$ cat config.mk
export PLATFORM = sky130hd
export DESIGN_NAME = char_lcd_ctrl
export DESIGN_NICKNAME = d
export VERILOG_FILES = /design/src/hw/char_lcd_pkg.sv /design/src/hw/char_lcd_ctrl.sv /design/src/hw/pin_filter.sv
export SDC_FILE = /design/constraint.sdc
export NUM_CORES = 2
export LEC_CHECK = 0
export BUFFER_PORTS_ARGS = -buffer_cell sky130_fd_sc_hd__clkbuf_2
export CAP_MARGIN = 5
export CORE_MARGIN = 4
export CORE_UTILIZATION = 34
export CTS_CLUSTER_DIAMETER = 200
export DETAILED_ROUTE_END_ITERATION = 10
export PLACE_DENSITY = 0.58
export SYNTH_ARGS = -nofsm -noshare
export SYNTH_HDL_FRONTEND = slang
export SYNTH_SLANG_ARGS = --single-unit
$ cat constraint.sdc
create_clock -name i_clk_sys -period 7.5 [get_ports i_clk_sys]
set_input_delay 1.125 -clock i_clk_sys [delete_from_list [all_inputs] [get_ports i_clk_sys]]
set_output_delay 1.125 -clock i_clk_sys [all_outputs]
set_load 0.01 [all_outputs]
$ cat src/hw/char_lcd_pkg.sv
package char_lcd_pkg;

  // widths and memory sizes
  localparam int DATA_W        = 8;
  localparam int AC_W          = 7;
  localparam int GLYPH_AW      = 6;
  localparam int DISP_BYTES    = 160;
  localparam int GLYPH_BYTES   = 64;
  localparam int GLYPHS_SMALL  = 8;
  localparam int GLYPHS_LARGE  = 4;
  localparam int LINE_COLS     = 40;
  localparam int SYNC_STAGES   = 3;

  // text memory address map
  localparam logic [6:0] LINE1_FIRST = 7'h00;
  localparam logic [6:0] LINE1_LAST  = 7'h27;
  localparam logic [6:0] LINE2_FIRST = 7'h40;
  localparam logic [6:0] LINE2_LAST  = 7'h67;
  localparam logic [7:0] BLANK_CHAR  = 8'h20;

  // execution times, least times rounded up to clock cycles
  localparam int CLK_PERIOD_PS  = 8000;
  localparam int CMD_EXEC_NS    = 40;
  localparam int CLEAR_EXEC_US  = 1520;
  localparam int CMD_EXEC_CYC   =
    (CMD_EXEC_NS * 1000 + CLK_PERIOD_PS - 1) / CLK_PERIOD_PS;
  localparam int CLEAR_EXEC_CYC =
    (CLEAR_EXEC_US * 1000000 + CLK_PERIOD_PS - 1) / CLK_PERIOD_PS;
  localparam int BUSY_CNT_W     = 18;

  // sequencer states
  typedef enum logic [2:0] {
    ST_IDLE = 3'b001,
    ST_EXEC = 3'b010,
    ST_WIPE = 3'b100
  } exec_state_t;

  // display configuration carried to the panel driver
  typedef struct packed {
    logic display_on;
    logic cursor_on;
    logic blink_on;
    logic two_line;
    logic large_font;
    logic bus_8bit;
    logic addr_inc;
    logic shift_on;
  } disp_cfg_t;

  localparam disp_cfg_t CFG_RESET = 8'h06;

  // bus pins as seen after filtering
  typedef struct packed {
    logic                      e;
    logic                      register_select;
    logic                      rw;
    logic [DATA_W-1:0]         d;
  } bus_pins_t;

  // text memory index from a text address; line two starts 40 bytes on, column part not wrapped
  function automatic logic [7:0] disp_index(input logic [6:0] a);
    logic [7:0] col;
    col = {2'h0, a[5:0]};
    disp_index = a[6] ? 8'(col + 8'(LINE_COLS)) : col;
  endfunction : disp_index

endpackage : char_lcd_pkg

$ cat src/hw/char_lcd_ctrl.sv
// Function
// - line one 00-27, line two 40-67
// - four-line panels split each logical line
// - 160 text bytes, 64 glyph bytes
// - eight glyphs small font, four large
// - codes 0x-0F pick glyph, five pixel bits
// - select low command/status, high data
// - data port follows last address command; clear and home select text memory
// - status gives busy bit7, counter low
// - clear blanks and homes; home unshifts
// - display on, cursor, blink control
// - bus width, line count, font select
// - glyph address command selects glyph memory
// - text address command selects text memory
// - data written and read via data port
`timescale 1ns/1ps
`default_nettype none
module char_lcd_ctrl
  import char_lcd_pkg::*;
#(
  parameter int VIS_COLS  = 20,
  parameter int CMD_CYC   = CMD_EXEC_CYC,
  parameter int CLEAR_CYC = CLEAR_EXEC_CYC
) (
  input  wire logic              i_clk_sys,
  input  wire logic              i_nrst,
  input  wire logic              i_e,
  input  wire logic              i_register_select,
  input  wire logic              i_rw,
  input  wire logic [DATA_W-1:0] i_bus_data,
  output var  logic [DATA_W-1:0] o_bus_data,
  output var  logic              o_bus_oe_n,
  input  wire logic [1:0]        i_scan_row,
  input  wire logic [5:0]        i_scan_col,
  input  wire logic [3:0]        i_scan_pix_row,
  output var  logic [DATA_W-1:0] o_scan_code,
  output var  logic [4:0]        o_scan_pixels,
  output var  disp_cfg_t         o_disp_cfg,
  output var  logic [AC_W-1:0]   o_cursor_addr
);

  if (VIS_COLS < 1 || VIS_COLS > LINE_COLS / 2 + LINE_COLS / 2)
    $error("VIS_COLS out of range");
  if (CLEAR_CYC <= DISP_BYTES || CLEAR_CYC >= (1 << BUSY_CNT_W))
    $error("CLEAR_CYC out of range");
  if (CMD_CYC < 1 || CMD_CYC >= (1 << BUSY_CNT_W))
    $error("CMD_CYC out of range");

  bus_pins_t          p;
  logic               e_d_r;
  logic               acc_rs_r;
  logic               acc_rw_r;
  logic               nib_r;
  logic [3:0]         hi_r;
  logic [DATA_W-1:0]  rd_byte_r;
  logic [DATA_W-1:0]  bus_out_r;
  logic               oe_n_r;
  disp_cfg_t          cfg_r;
  logic [AC_W-1:0]    ac_r;
  logic               sel_glyph_r;
  logic [5:0]         shift_r;
  exec_state_t        state_r;
  logic [BUSY_CNT_W-1:0] busy_cnt_r;
  logic [7:0]         wipe_idx_r;
  logic [DATA_W-1:0]  scan_code_r;
  logic [3:0]         scan_row_r;
  logic [4:0]         scan_pix_r;
  logic [DATA_W-1:0]  disp_mem [DISP_BYTES];
  logic [DATA_W-1:0]  glyph_mem [GLYPH_BYTES];

  logic               e_rise;
  logic               e_fall;
  logic               done;
  logic [DATA_W-1:0]  wbyte;
  logic               busy;
  logic               cmd_ok;
  logic               wr_ok;
  logic               rd_done;
  logic [DATA_W-1:0]  rd_val;
  logic [AC_W-1:0]    ac_nxt;
  logic [6:0]         scan_sum;
  logic [6:0]         scan_col;
  logic [5:0]         glyph_addr;

  pin_filter #(
    .W ($bits(bus_pins_t))
  ) u_pins (
    .i_clk_sys (i_clk_sys),
    .i_nrst    (i_nrst),
    .i_pins    ({i_e, i_register_select, i_rw, i_bus_data}),
    .o_level   (p)
  );

  // strobe edges and transfer completion; 4-bit needs two strobes
  assign e_rise  = p.e & ~e_d_r;
  assign e_fall  = ~p.e & e_d_r;
  assign done    = e_fall & (cfg_r.bus_8bit | nib_r);
  assign wbyte   = cfg_r.bus_8bit ? p.d : {hi_r, p.d[7:4]};
  assign busy    = (state_r != ST_IDLE);
  // writes during busy are dropped; host is expected to poll first
  assign cmd_ok  = done & ~acc_rs_r & ~acc_rw_r & ~busy;
  assign wr_ok   = done & acc_rs_r & ~acc_rw_r & ~busy;
  assign rd_done = done & acc_rs_r & acc_rw_r;

  // value presented on a read: status or memory at the counter
  always_comb begin
    if (!p.register_select) begin
      rd_val = {busy, ac_r};
    end else if (sel_glyph_r) begin
      rd_val = glyph_mem[ac_r[GLYPH_AW-1:0]];
    end else begin
      rd_val = disp_mem[disp_index(ac_r)];
    end
  end

  // counter step after a data write or data read; cursor moves use ac_nxt_dir
  always_comb begin
    ac_nxt = ac_r;
    if (sel_glyph_r) begin
      ac_nxt = cfg_r.addr_inc ? {1'b0, 6'(ac_r[5:0] + 6'h01)}
                              : {1'b0, 6'(ac_r[5:0] - 6'h01)};
    end else if (cfg_r.addr_inc) begin
      if (ac_r == LINE1_LAST) ac_nxt = LINE2_FIRST;
      else if (ac_r == LINE2_LAST) ac_nxt = LINE1_FIRST;
      else ac_nxt = 7'(ac_r + 7'h01);
    end else begin
      if (ac_r == LINE1_FIRST) ac_nxt = LINE2_LAST;
      else if (ac_r == LINE2_FIRST) ac_nxt = LINE1_LAST;
      else ac_nxt = 7'(ac_r - 7'h01);
    end
  end

  // strobe tracking and nibble pairing
  always_ff @(posedge i_clk_sys or negedge i_nrst) begin
    if (!i_nrst) begin
      e_d_r    <= 1'b0;
      acc_rs_r <= 1'b0;
      acc_rw_r <= 1'b0;
      nib_r    <= 1'b0;
      hi_r     <= 4'h0;
    end else begin
      e_d_r <= p.e;
      if (e_rise) begin
        acc_rs_r <= p.register_select;
        acc_rw_r <= p.rw;
      end
      if (e_fall && !cfg_r.bus_8bit) begin
        nib_r <= ~nib_r;
        if (!nib_r) hi_r <= p.d[7:4];
      end else if (cfg_r.bus_8bit) begin
        nib_r <= 1'b0;
      end
    end
  end

  // read data driver; enable low only while strobe high and reading
  always_ff @(posedge i_clk_sys or negedge i_nrst) begin
    if (!i_nrst) begin
      rd_byte_r <= 8'h00;
      bus_out_r <= 8'h00;
      oe_n_r    <= 1'b1;
    end else begin
      oe_n_r <= ~(p.e & p.rw);
      if (e_rise && p.rw) begin
        if (cfg_r.bus_8bit) begin
          bus_out_r <= rd_val;
        end else if (!nib_r) begin
          rd_byte_r <= rd_val;
          bus_out_r <= {rd_val[7:4], 4'h0};
        end else begin
          bus_out_r <= {rd_byte_r[3:0], 4'h0};
        end
      end
    end
  end

  // command interpreter: configuration, counter and shift
  always_ff @(posedge i_clk_sys or negedge i_nrst) begin
    if (!i_nrst) begin
      cfg_r       <= CFG_RESET;
      ac_r        <= 7'h00;
      sel_glyph_r <= 1'b0;
      shift_r     <= 6'h00;
    end else if (cmd_ok) begin
      if (wbyte[7]) begin
        ac_r        <= wbyte[6:0];
        sel_glyph_r <= 1'b0;
      end else if (wbyte[6]) begin
        ac_r        <= {1'b0, wbyte[5:0]};
        sel_glyph_r <= 1'b1;
      end else if (wbyte[5]) begin
        cfg_r.bus_8bit   <= wbyte[4];
        cfg_r.two_line   <= wbyte[3];
        cfg_r.large_font <= wbyte[2];
      end else if (wbyte[4]) begin
        if (!wbyte[3]) ac_r <= ac_nxt_dir(wbyte[2]);
        else shift_r <= shift_step(~wbyte[2]);
      end else if (wbyte[3]) begin
        cfg_r.display_on <= wbyte[2];
        cfg_r.cursor_on  <= wbyte[1];
        cfg_r.blink_on   <= wbyte[0];
      end else if (wbyte[2]) begin
        cfg_r.addr_inc <= wbyte[1];
        cfg_r.shift_on <= wbyte[0];
      end else if (wbyte[1] || wbyte[0]) begin
        ac_r        <= 7'h00;
        sel_glyph_r <= 1'b0;
        shift_r     <= 6'h00;
        if (wbyte[0]) cfg_r.addr_inc <= 1'b1;
      end
    end else if (wr_ok || rd_done) begin
      ac_r <= ac_nxt;
      if (wr_ok && cfg_r.shift_on && !sel_glyph_r)
        shift_r <= shift_step(cfg_r.addr_inc);
    end
  end

  // one cursor step in a given direction, text wrap kept
  function automatic logic [AC_W-1:0] ac_nxt_dir(input logic right);
    logic [AC_W-1:0] a;
    a = ac_r;
    if (right) a = (ac_r == LINE1_LAST) ? LINE2_FIRST :
                   (ac_r == LINE2_LAST) ? LINE1_FIRST : 7'(ac_r + 7'h01);
    else a = (ac_r == LINE1_FIRST) ? LINE2_LAST :
             (ac_r == LINE2_FIRST) ? LINE1_LAST : 7'(ac_r - 7'h01);
    return a;
  endfunction : ac_nxt_dir

  // window offset; a left shift of the picture advances it
  function automatic logic [5:0] shift_step(input logic left);
    logic [5:0] s;
    if (left) s = (shift_r == 6'(LINE_COLS - 1)) ? 6'h00 : 6'(shift_r + 6'h01);
    else s = (shift_r == 6'h00) ? 6'(LINE_COLS - 1) : 6'(shift_r - 6'h01);
    return s;
  endfunction : shift_step

  // busy sequencer; clear walks the whole text store first
  always_ff @(posedge i_clk_sys or negedge i_nrst) begin
    if (!i_nrst) begin
      state_r    <= ST_IDLE;
      busy_cnt_r <= '0;
      wipe_idx_r <= 8'h00;
    end else begin
      unique case (state_r)
        ST_IDLE: begin
          if (cmd_ok && wbyte == 8'h01) begin
            state_r    <= ST_WIPE;
            busy_cnt_r <= BUSY_CNT_W'(CLEAR_CYC);
            wipe_idx_r <= 8'h00;
          end else if (cmd_ok || wr_ok) begin
            state_r    <= ST_EXEC;
            busy_cnt_r <= BUSY_CNT_W'(CMD_CYC);
          end
        end
        ST_WIPE: begin
          busy_cnt_r <= busy_cnt_r - 1'b1;
          wipe_idx_r <= wipe_idx_r + 8'h01;
          if (wipe_idx_r == 8'(DISP_BYTES - 1)) state_r <= ST_EXEC;
        end
        ST_EXEC: begin
          busy_cnt_r <= busy_cnt_r - 1'b1;
          if (busy_cnt_r <= BUSY_CNT_W'(1)) state_r <= ST_IDLE;
        end
      endcase
    end
  end

  // memory writes; host writes and wipe never overlap (busy)
  always_ff @(posedge i_clk_sys) begin
    if (state_r == ST_WIPE) begin
      disp_mem[wipe_idx_r] <= BLANK_CHAR;
    end else if (wr_ok && sel_glyph_r) begin
      glyph_mem[ac_r[GLYPH_AW-1:0]] <= wbyte;
    end else if (wr_ok) begin
      disp_mem[disp_index(ac_r)] <= wbyte;
    end
  end

  // panel scan: rows 2/3 continue logical lines 1/2 after VIS_COLS
  assign scan_sum = 7'(i_scan_col) + (i_scan_row[1] ? 7'(VIS_COLS) : 7'h00)
                  + 7'(shift_r);
  assign scan_col = (scan_sum >= 7'(2 * LINE_COLS)) ?
                      7'(scan_sum - 7'(2 * LINE_COLS)) :
                    (scan_sum >= 7'(LINE_COLS)) ?
                      7'(scan_sum - 7'(LINE_COLS)) : scan_sum;
  // small font: 8 glyphs of 8 rows, bit 3 of code ignored
  assign glyph_addr = cfg_r.large_font ?
                        {scan_code_r[1:0], scan_row_r} :
                        {scan_code_r[2:0], scan_row_r[2:0]};

  // two-stage scan pipe: code first, pixels one cycle later
  always_ff @(posedge i_clk_sys or negedge i_nrst) begin
    if (!i_nrst) begin
      scan_code_r <= 8'h00;
      scan_row_r  <= 4'h0;
      scan_pix_r  <= 5'h00;
    end else begin
      scan_code_r <= disp_mem[disp_index({i_scan_row[0],
                                          scan_col[5:0]})];
      scan_row_r  <= i_scan_pix_row;
      scan_pix_r  <= (scan_code_r[7:4] == 4'h0) ?
                     glyph_mem[glyph_addr][4:0] : 5'h00;
    end
  end

  assign o_bus_data    = bus_out_r;
  assign o_bus_oe_n    = oe_n_r;
  assign o_scan_code   = scan_code_r;
  assign o_scan_pixels = scan_pix_r;
  assign o_disp_cfg    = cfg_r;
  assign o_cursor_addr = ac_r;

  // checks
  a_clear_home: assert property (@(posedge i_clk_sys) disable iff (!i_nrst)
    cmd_ok && wbyte == 8'h01 |=> ac_r == 7'h00 && shift_r == 6'h00
      && state_r == ST_WIPE)
    else $error("clear did not home and start wipe");
  a_status_read: assert property (@(posedge i_clk_sys) disable iff (!i_nrst)
    e_rise && p.rw && !p.register_select && cfg_r.bus_8bit
      |=> bus_out_r == {$past(busy), $past(ac_r)})
    else $error("status byte wrong");
  a_disp_ctrl: assert property (@(posedge i_clk_sys) disable iff (!i_nrst)
    cmd_ok && wbyte[7:3] == 5'b00001
      |=> {cfg_r.display_on, cfg_r.cursor_on, cfg_r.blink_on}
          == $past(wbyte[2:0]))
    else $error("display control not applied");
  a_iface_fmt: assert property (@(posedge i_clk_sys) disable iff (!i_nrst)
    cmd_ok && wbyte[7:5] == 3'b001
      |=> {cfg_r.bus_8bit, cfg_r.two_line, cfg_r.large_font}
          == $past(wbyte[4:2]))
    else $error("interface format not applied");
  a_glyph_sel: assert property (@(posedge i_clk_sys) disable iff (!i_nrst)
    cmd_ok && wbyte[7:6] == 2'b01
      |=> sel_glyph_r && ac_r == {1'b0, $past(wbyte[5:0])})
    else $error("glyph address not loaded");
  a_text_sel: assert property (@(posedge i_clk_sys) disable iff (!i_nrst)
    cmd_ok && wbyte[7] |=> !sel_glyph_r && ac_r == $past(wbyte[6:0]))
    else $error("text address not loaded");
  a_line_wrap: assert property (@(posedge i_clk_sys) disable iff (!i_nrst)
    wr_ok && !sel_glyph_r && cfg_r.addr_inc && ac_r == LINE1_LAST
      |=> ac_r == LINE2_FIRST)
    else $error("line one did not wrap to line two");
  a_drive_read: assert property (@(posedge i_clk_sys) disable iff (!i_nrst)
    !oe_n_r |-> $past(p.e) && $past(p.rw))
    else $error("bus driven outside a read");
  a_wipe_len: assert property (@(posedge i_clk_sys) disable iff (!i_nrst)
    state_r == ST_WIPE && wipe_idx_r == 8'(DISP_BYTES - 1) |=> state_r == ST_EXEC)
    else $error("wipe length wrong");
  a_busy_write: assert property (@(posedge i_clk_sys) disable iff (!i_nrst)
    wr_ok |=> busy ##1 busy)
    else $error("no busy after data write");
  c_nibble_pair: cover property (@(posedge i_clk_sys) disable iff (!i_nrst)
    done && !cfg_r.bus_8bit && acc_rs_r);
  c_clear: cover property (@(posedge i_clk_sys) disable iff (!i_nrst)
    state_r == ST_WIPE ##1 state_r == ST_EXEC);
  c_glyph_write: cover property (@(posedge i_clk_sys) disable iff (!i_nrst)
    wr_ok && sel_glyph_r);

endmodule : char_lcd_ctrl
`default_nettype wire

$ cat src/hw/pin_filter.sv
`timescale 1ns/1ps
`default_nettype none
module pin_filter
  import char_lcd_pkg::*;
#(
  parameter int W = 1
) (
  input  wire logic         i_clk_sys,
  input  wire logic         i_nrst,
  input  wire logic [W-1:0] i_pins,
  output var  logic [W-1:0] o_level
);

  logic [W-1:0] s1_r;
  logic [W-1:0] s2_r;
  logic [W-1:0] s3_r;
  logic [W-1:0] level_r;

  // three stages; a bit changes once stages two and three agree
  always_ff @(posedge i_clk_sys or negedge i_nrst) begin
    if (!i_nrst) begin
      s1_r    <= '0;
      s2_r    <= '0;
      s3_r    <= '0;
      level_r <= '0;
    end else begin
      s1_r    <= i_pins;
      s2_r    <= s1_r;
      s3_r    <= s2_r;
      level_r <= (s2_r & s3_r) | (level_r & (s2_r | s3_r));
    end
  end

  assign o_level = level_r;

endmodule : pin_filter
`default_nettype wire

==> impl_metrics.toml <==
[status]
status = "finished clean"

[finish]
final_core_util_pct = 38.46
fin_cells = 8107
final_cell_area_um2 = 86660
num-fill-cells = 20670
fraction_of_layout_instances_using_a_drive_strength_above_1_pct = 20.65
final_nets = 5026
layout-area-overhead-vs-synth_pct = 12.22

[timing]
final_min_period_over_clock_period_pct = 83.25
grt_setup_unrepaired = "false"
holdWs_ps = 336.7
setup_total_negative_slack_ps = 0
slew_violations = 0
final_period_minus_worst_setup_slack_ps = 6243
hold_violations = 0
setup_viol_count_final = 0
fmax_mhz = 160.2
max_slew_margin_pct = 11.41
max_slew.worst_pin.slew_ps = 1324
worst_slack_ps = 1257
final_setup_skew_ps = 42.04

[synth]
synth.avg_cell_area_um2 = 15.50
ys_seq_elements = 1669
synth_flop_cell = "sky130_fd_sc_hd__edfxtp_1"
synth_fp_nets = 5038
syn_area_um2 = 77230
netlist_instances = 4982
synth-edff-count = 1536
synth_async_sr_flop_share_pct = 7.969
synth.lib_cells_used.distinct = 87
yosys_warnings = 0
fraction_of_the_yosys_area_taken_by_sequential_cells_pct = 64.04

[worst_setup_path]
max_fo_critical_path = 14
cp_data_arrival_time_ps = 6970
timing_worst_setup_path_type = "register to register"
cp-end-kind = "register"
worstSetupStartpointType = "register"
cp_data_required_time_ps = 8230

[die]
die_width_um = 484.6
io_pins = 62
num_rows = 174
initial_utilization_pct = 34.27
fp.dieH_um = 484.6
core_footprint_um2 = 225300
floorplan.die_area_um2 = 234800

[place]
dpl_hpwl_mm = 170.7
dp_worst_setup_slack_ps = 661.5
place.detailed.instances = 7788
placed_area_um2 = 81160
gp_congestion = 0.9063
place.port_buffers = 61

[clock_network]
clock-root-buffer = "sky130_fd_sc_hd__clkbuf_16"
clk_slew_on_worst_s_h_paths_ps = 70
cts_made_buffers = 171
cts.hold.buffers_added = 0
cts-root-to-sink-buffers = 3
postCtsSetupBuffers = 0
postCtsResizedCells = 0
tritoncts_clock_tree = "yes"
clock_tree.htree_level_count = 4
clkLatencyLatePin_ps = 840
cts.sinks = 1669

[job]
max_cap_violations = 0

[routing]
met2_length_mm = 120.9
met3_wire_length_mm = 30.96
postRouteWirelength_mm = 270.5
detailedRoute.firstPassIterationCount = 8
drt_iter0_drc = 7715
drt-wirelength-per-cell_um = 33.37
ant_nets = 0
highest-signal-layer = "met5"
vias_after_detailed_routing = 50880
drc_errors = 0
wl_met1_mm = 104.5
vias_per_cell = 6.277

[global_route]
first_global_vias = 48690
grt_remaining_overflow = 0
maximum_number_of_pins_on_one_net_before_global_route_repair = 89
grt_first_pass_wirelength_mm = 381.4
grt_antenna_before_repair = 17
grt_use_total_pct = 22.40

[power]
p_total_mw = 31.38
leakage_nw = 28.05
power_density_nw_per_um2 = 362.1
ir_worst_vdd_mv = 0.3326

[worst_hold_path]
timing.hold.worst.class = "input port to asynchronous set/reset pin"
==> routing by layer <==
metal | global-route usage, % | vias up
li1 | - | 20430
met1 | 30.31 | 26300
met2 | 33.90 | 3559
met3 | 5.828 | 590
met4 | 10.14 | 10
met5 | 0 | -
==> where the power goes <==
group	internal, mW	leakage [nW]	switching, mW	total [mW]
clock	4.77	2.65	3.76	8.53
combinational	3.88	9.02	8.15	12.0
sequential	10.5	16.4	0.328	10.8
total	19.1	28.0	12.2	31.4
==> registers in the layout (all words and copies together) (netlist names), 5 cells and up <==
register        count
glyph_mem         512
shift_r             6
o_disp_cfg          8
o_bus_data          8
u_pins.s2_r        11
busy_cnt_r         18
o_cursor_addr       7
u_pins.s3_r        11
disp_mem         1024
u_pins.o_level     11
o_scan_pixels       5
u_pins.s1_r        11
o_scan_code         8
wipe_idx_r          8
==> cells in the mapped netlist (all sizes together) (17+ instances only) <==
cell type | instances | area, um^2
buf | 164 | 838.3
mux2 | 113 | 1272
a31oi | 55 | 359.1
a22o | 57 | 499.2
o21ai | 195 | 1002
a211o | 20 | 175.2
nor3b | 20 | 155.1
nor2b | 17 | 106.4
mux2i | 256 | 2562
inv | 35 | 131.4
o211ai | 48 | 360.4
dfrtp | 129 | 3228
edfxtp | 1536 | 46120
a221o | 18 | 180.2
nand2 | 222 | 843.3
nand4 | 45 | 281.5
nor2 | 385 | 1450
mux4 | 414 | 9324
ha | 27 | 337.8
o221ai | 32 | 280.3
clkbuf | 226 | 848.3
a211oi | 31 | 237.7
nor3 | 46 | 235.2
a221oi | 100 | 875.8
o22ai | 45 | 281.5
a22oi | 242 | 1817
nand3 | 85 | 425.4
xnor2 | 18 | 157.7
a311oi | 20 | 175.2
a21oi | 181 | 905.9
==> final cells by class <==
class                           count  area, um^2  area share, %
Timing Repair Buffer              205        1618          1.867
Inverter                           36       137.6         0.1588
Clock buffer                      216        4552          5.252
Antenna cell                        5       12.51        0.01444
Tap cell                         2992        3744          4.320
Multi-Input combinational cell   2887       26190          30.22
Clock inverter                     97       935.9          1.080
Sequential cell                  1669       49480          57.09
==> worst max-delay path: stages (launching register included) <==
cell and delay [ps]:
sky130_fd_sc_hd__dfrtp_1 540, sky130_fd_sc_hd__fa_1 520, sky130_fd_sc_hd__ha_1 310, sky130_fd_sc_hd__a211o_1 350
sky130_fd_sc_hd__and2_1 160, sky130_fd_sc_hd__nor2_2 360, sky130_fd_sc_hd__inv_1 200, sky130_fd_sc_hd__ha_1 320
sky130_fd_sc_hd__inv_1 110, sky130_fd_sc_hd__o22ai_1 120, sky130_fd_sc_hd__nor2_1 190, sky130_fd_sc_hd__nor3_2 50
sky130_fd_sc_hd__or4_4 580, sky130_fd_sc_hd__inv_1 100, sky130_fd_sc_hd__ha_1 160, sky130_fd_sc_hd__nand2b_1 160
sky130_fd_sc_hd__a211o_1 120, sky130_fd_sc_hd__and4_1 390, sky130_fd_sc_hd__nand2_1 320, sky130_fd_sc_hd__nand2_2 380
sky130_fd_sc_hd__a2bb2oi_1 240, sky130_fd_sc_hd__nand3_1 200, sky130_fd_sc_hd__o22a_1 260
==> cell usage in the layout, fill, tap and decap left out, drive strengths merged, types with 13 or more instances in the layout <==
| cell | instances |
|---|---|
| o21ai | 195 |
| clkbuf | 277 |
| a22oi | 242 |
| a211oi | 31 |
| nor3b | 20 |
| nand4 | 45 |
| inv | 46 |
| ha | 27 |
| a221o | 18 |
| nor3 | 46 |
| a21oi | 181 |
| o22ai | 45 |
| o221ai | 32 |
| nand2 | 222 |
| a31oi | 55 |
| xnor2 | 18 |
| buf | 144 |
| a211o | 20 |
| nand3 | 85 |
| nand2b | 13 |
| nor2b | 17 |
| mux2i | 256 |
| a221oi | 100 |
| dfrtp | 129 |
| a22o | 57 |
| o31ai | 14 |
| o211ai | 48 |
| nor2 | 385 |
| edfxtp | 1536 |
| mux2 | 113 |
| mux4 | 414 |
| clkinv | 63 |
| bufinv | 13 |
| a311oi | 20 |
==> cell families after synthesis <==
group | synth area share [%]
adders and majority gates | 0.6837
and+or+nand+nor | 5.240
muxes | 17.04
buffers and inverters | 2.359
DFF | 64.04
xor gates and xnor gates | 0.3289
AOI/OAI and AO/OA | 10.31
==> path summary, 6_finish.rpt <==
path / start / end / slack, ps / depth (start not counted)
min reg2reg: u_pins.s1_r[0]$_DFF_PN0_ / u_pins.s2_r[0]$_DFF_PN0_ / 350 / 0
max reg2reg: shift_r[2]$_DFFE_PN0P_ / o_scan_code[4]$_DFF_PN0_ / 1260 / 22
max: shift_r[2]$_DFFE_PN0P_ / o_scan_code[4]$_DFF_PN0_ / 1260 / 22
max in group asynchronous: i_nrst / scan_row_r[0]$_DFF_PN0_ / 5700 / 2
min in group i_clk_sys: u_pins.s1_r[0]$_DFF_PN0_ / u_pins.s2_r[0]$_DFF_PN0_ / 350 / 0
min: i_nrst / acc_rw_r$_DFFE_PN0P_ / 340 / 1
Note: power is estimated with default switching activity, not from simulation.
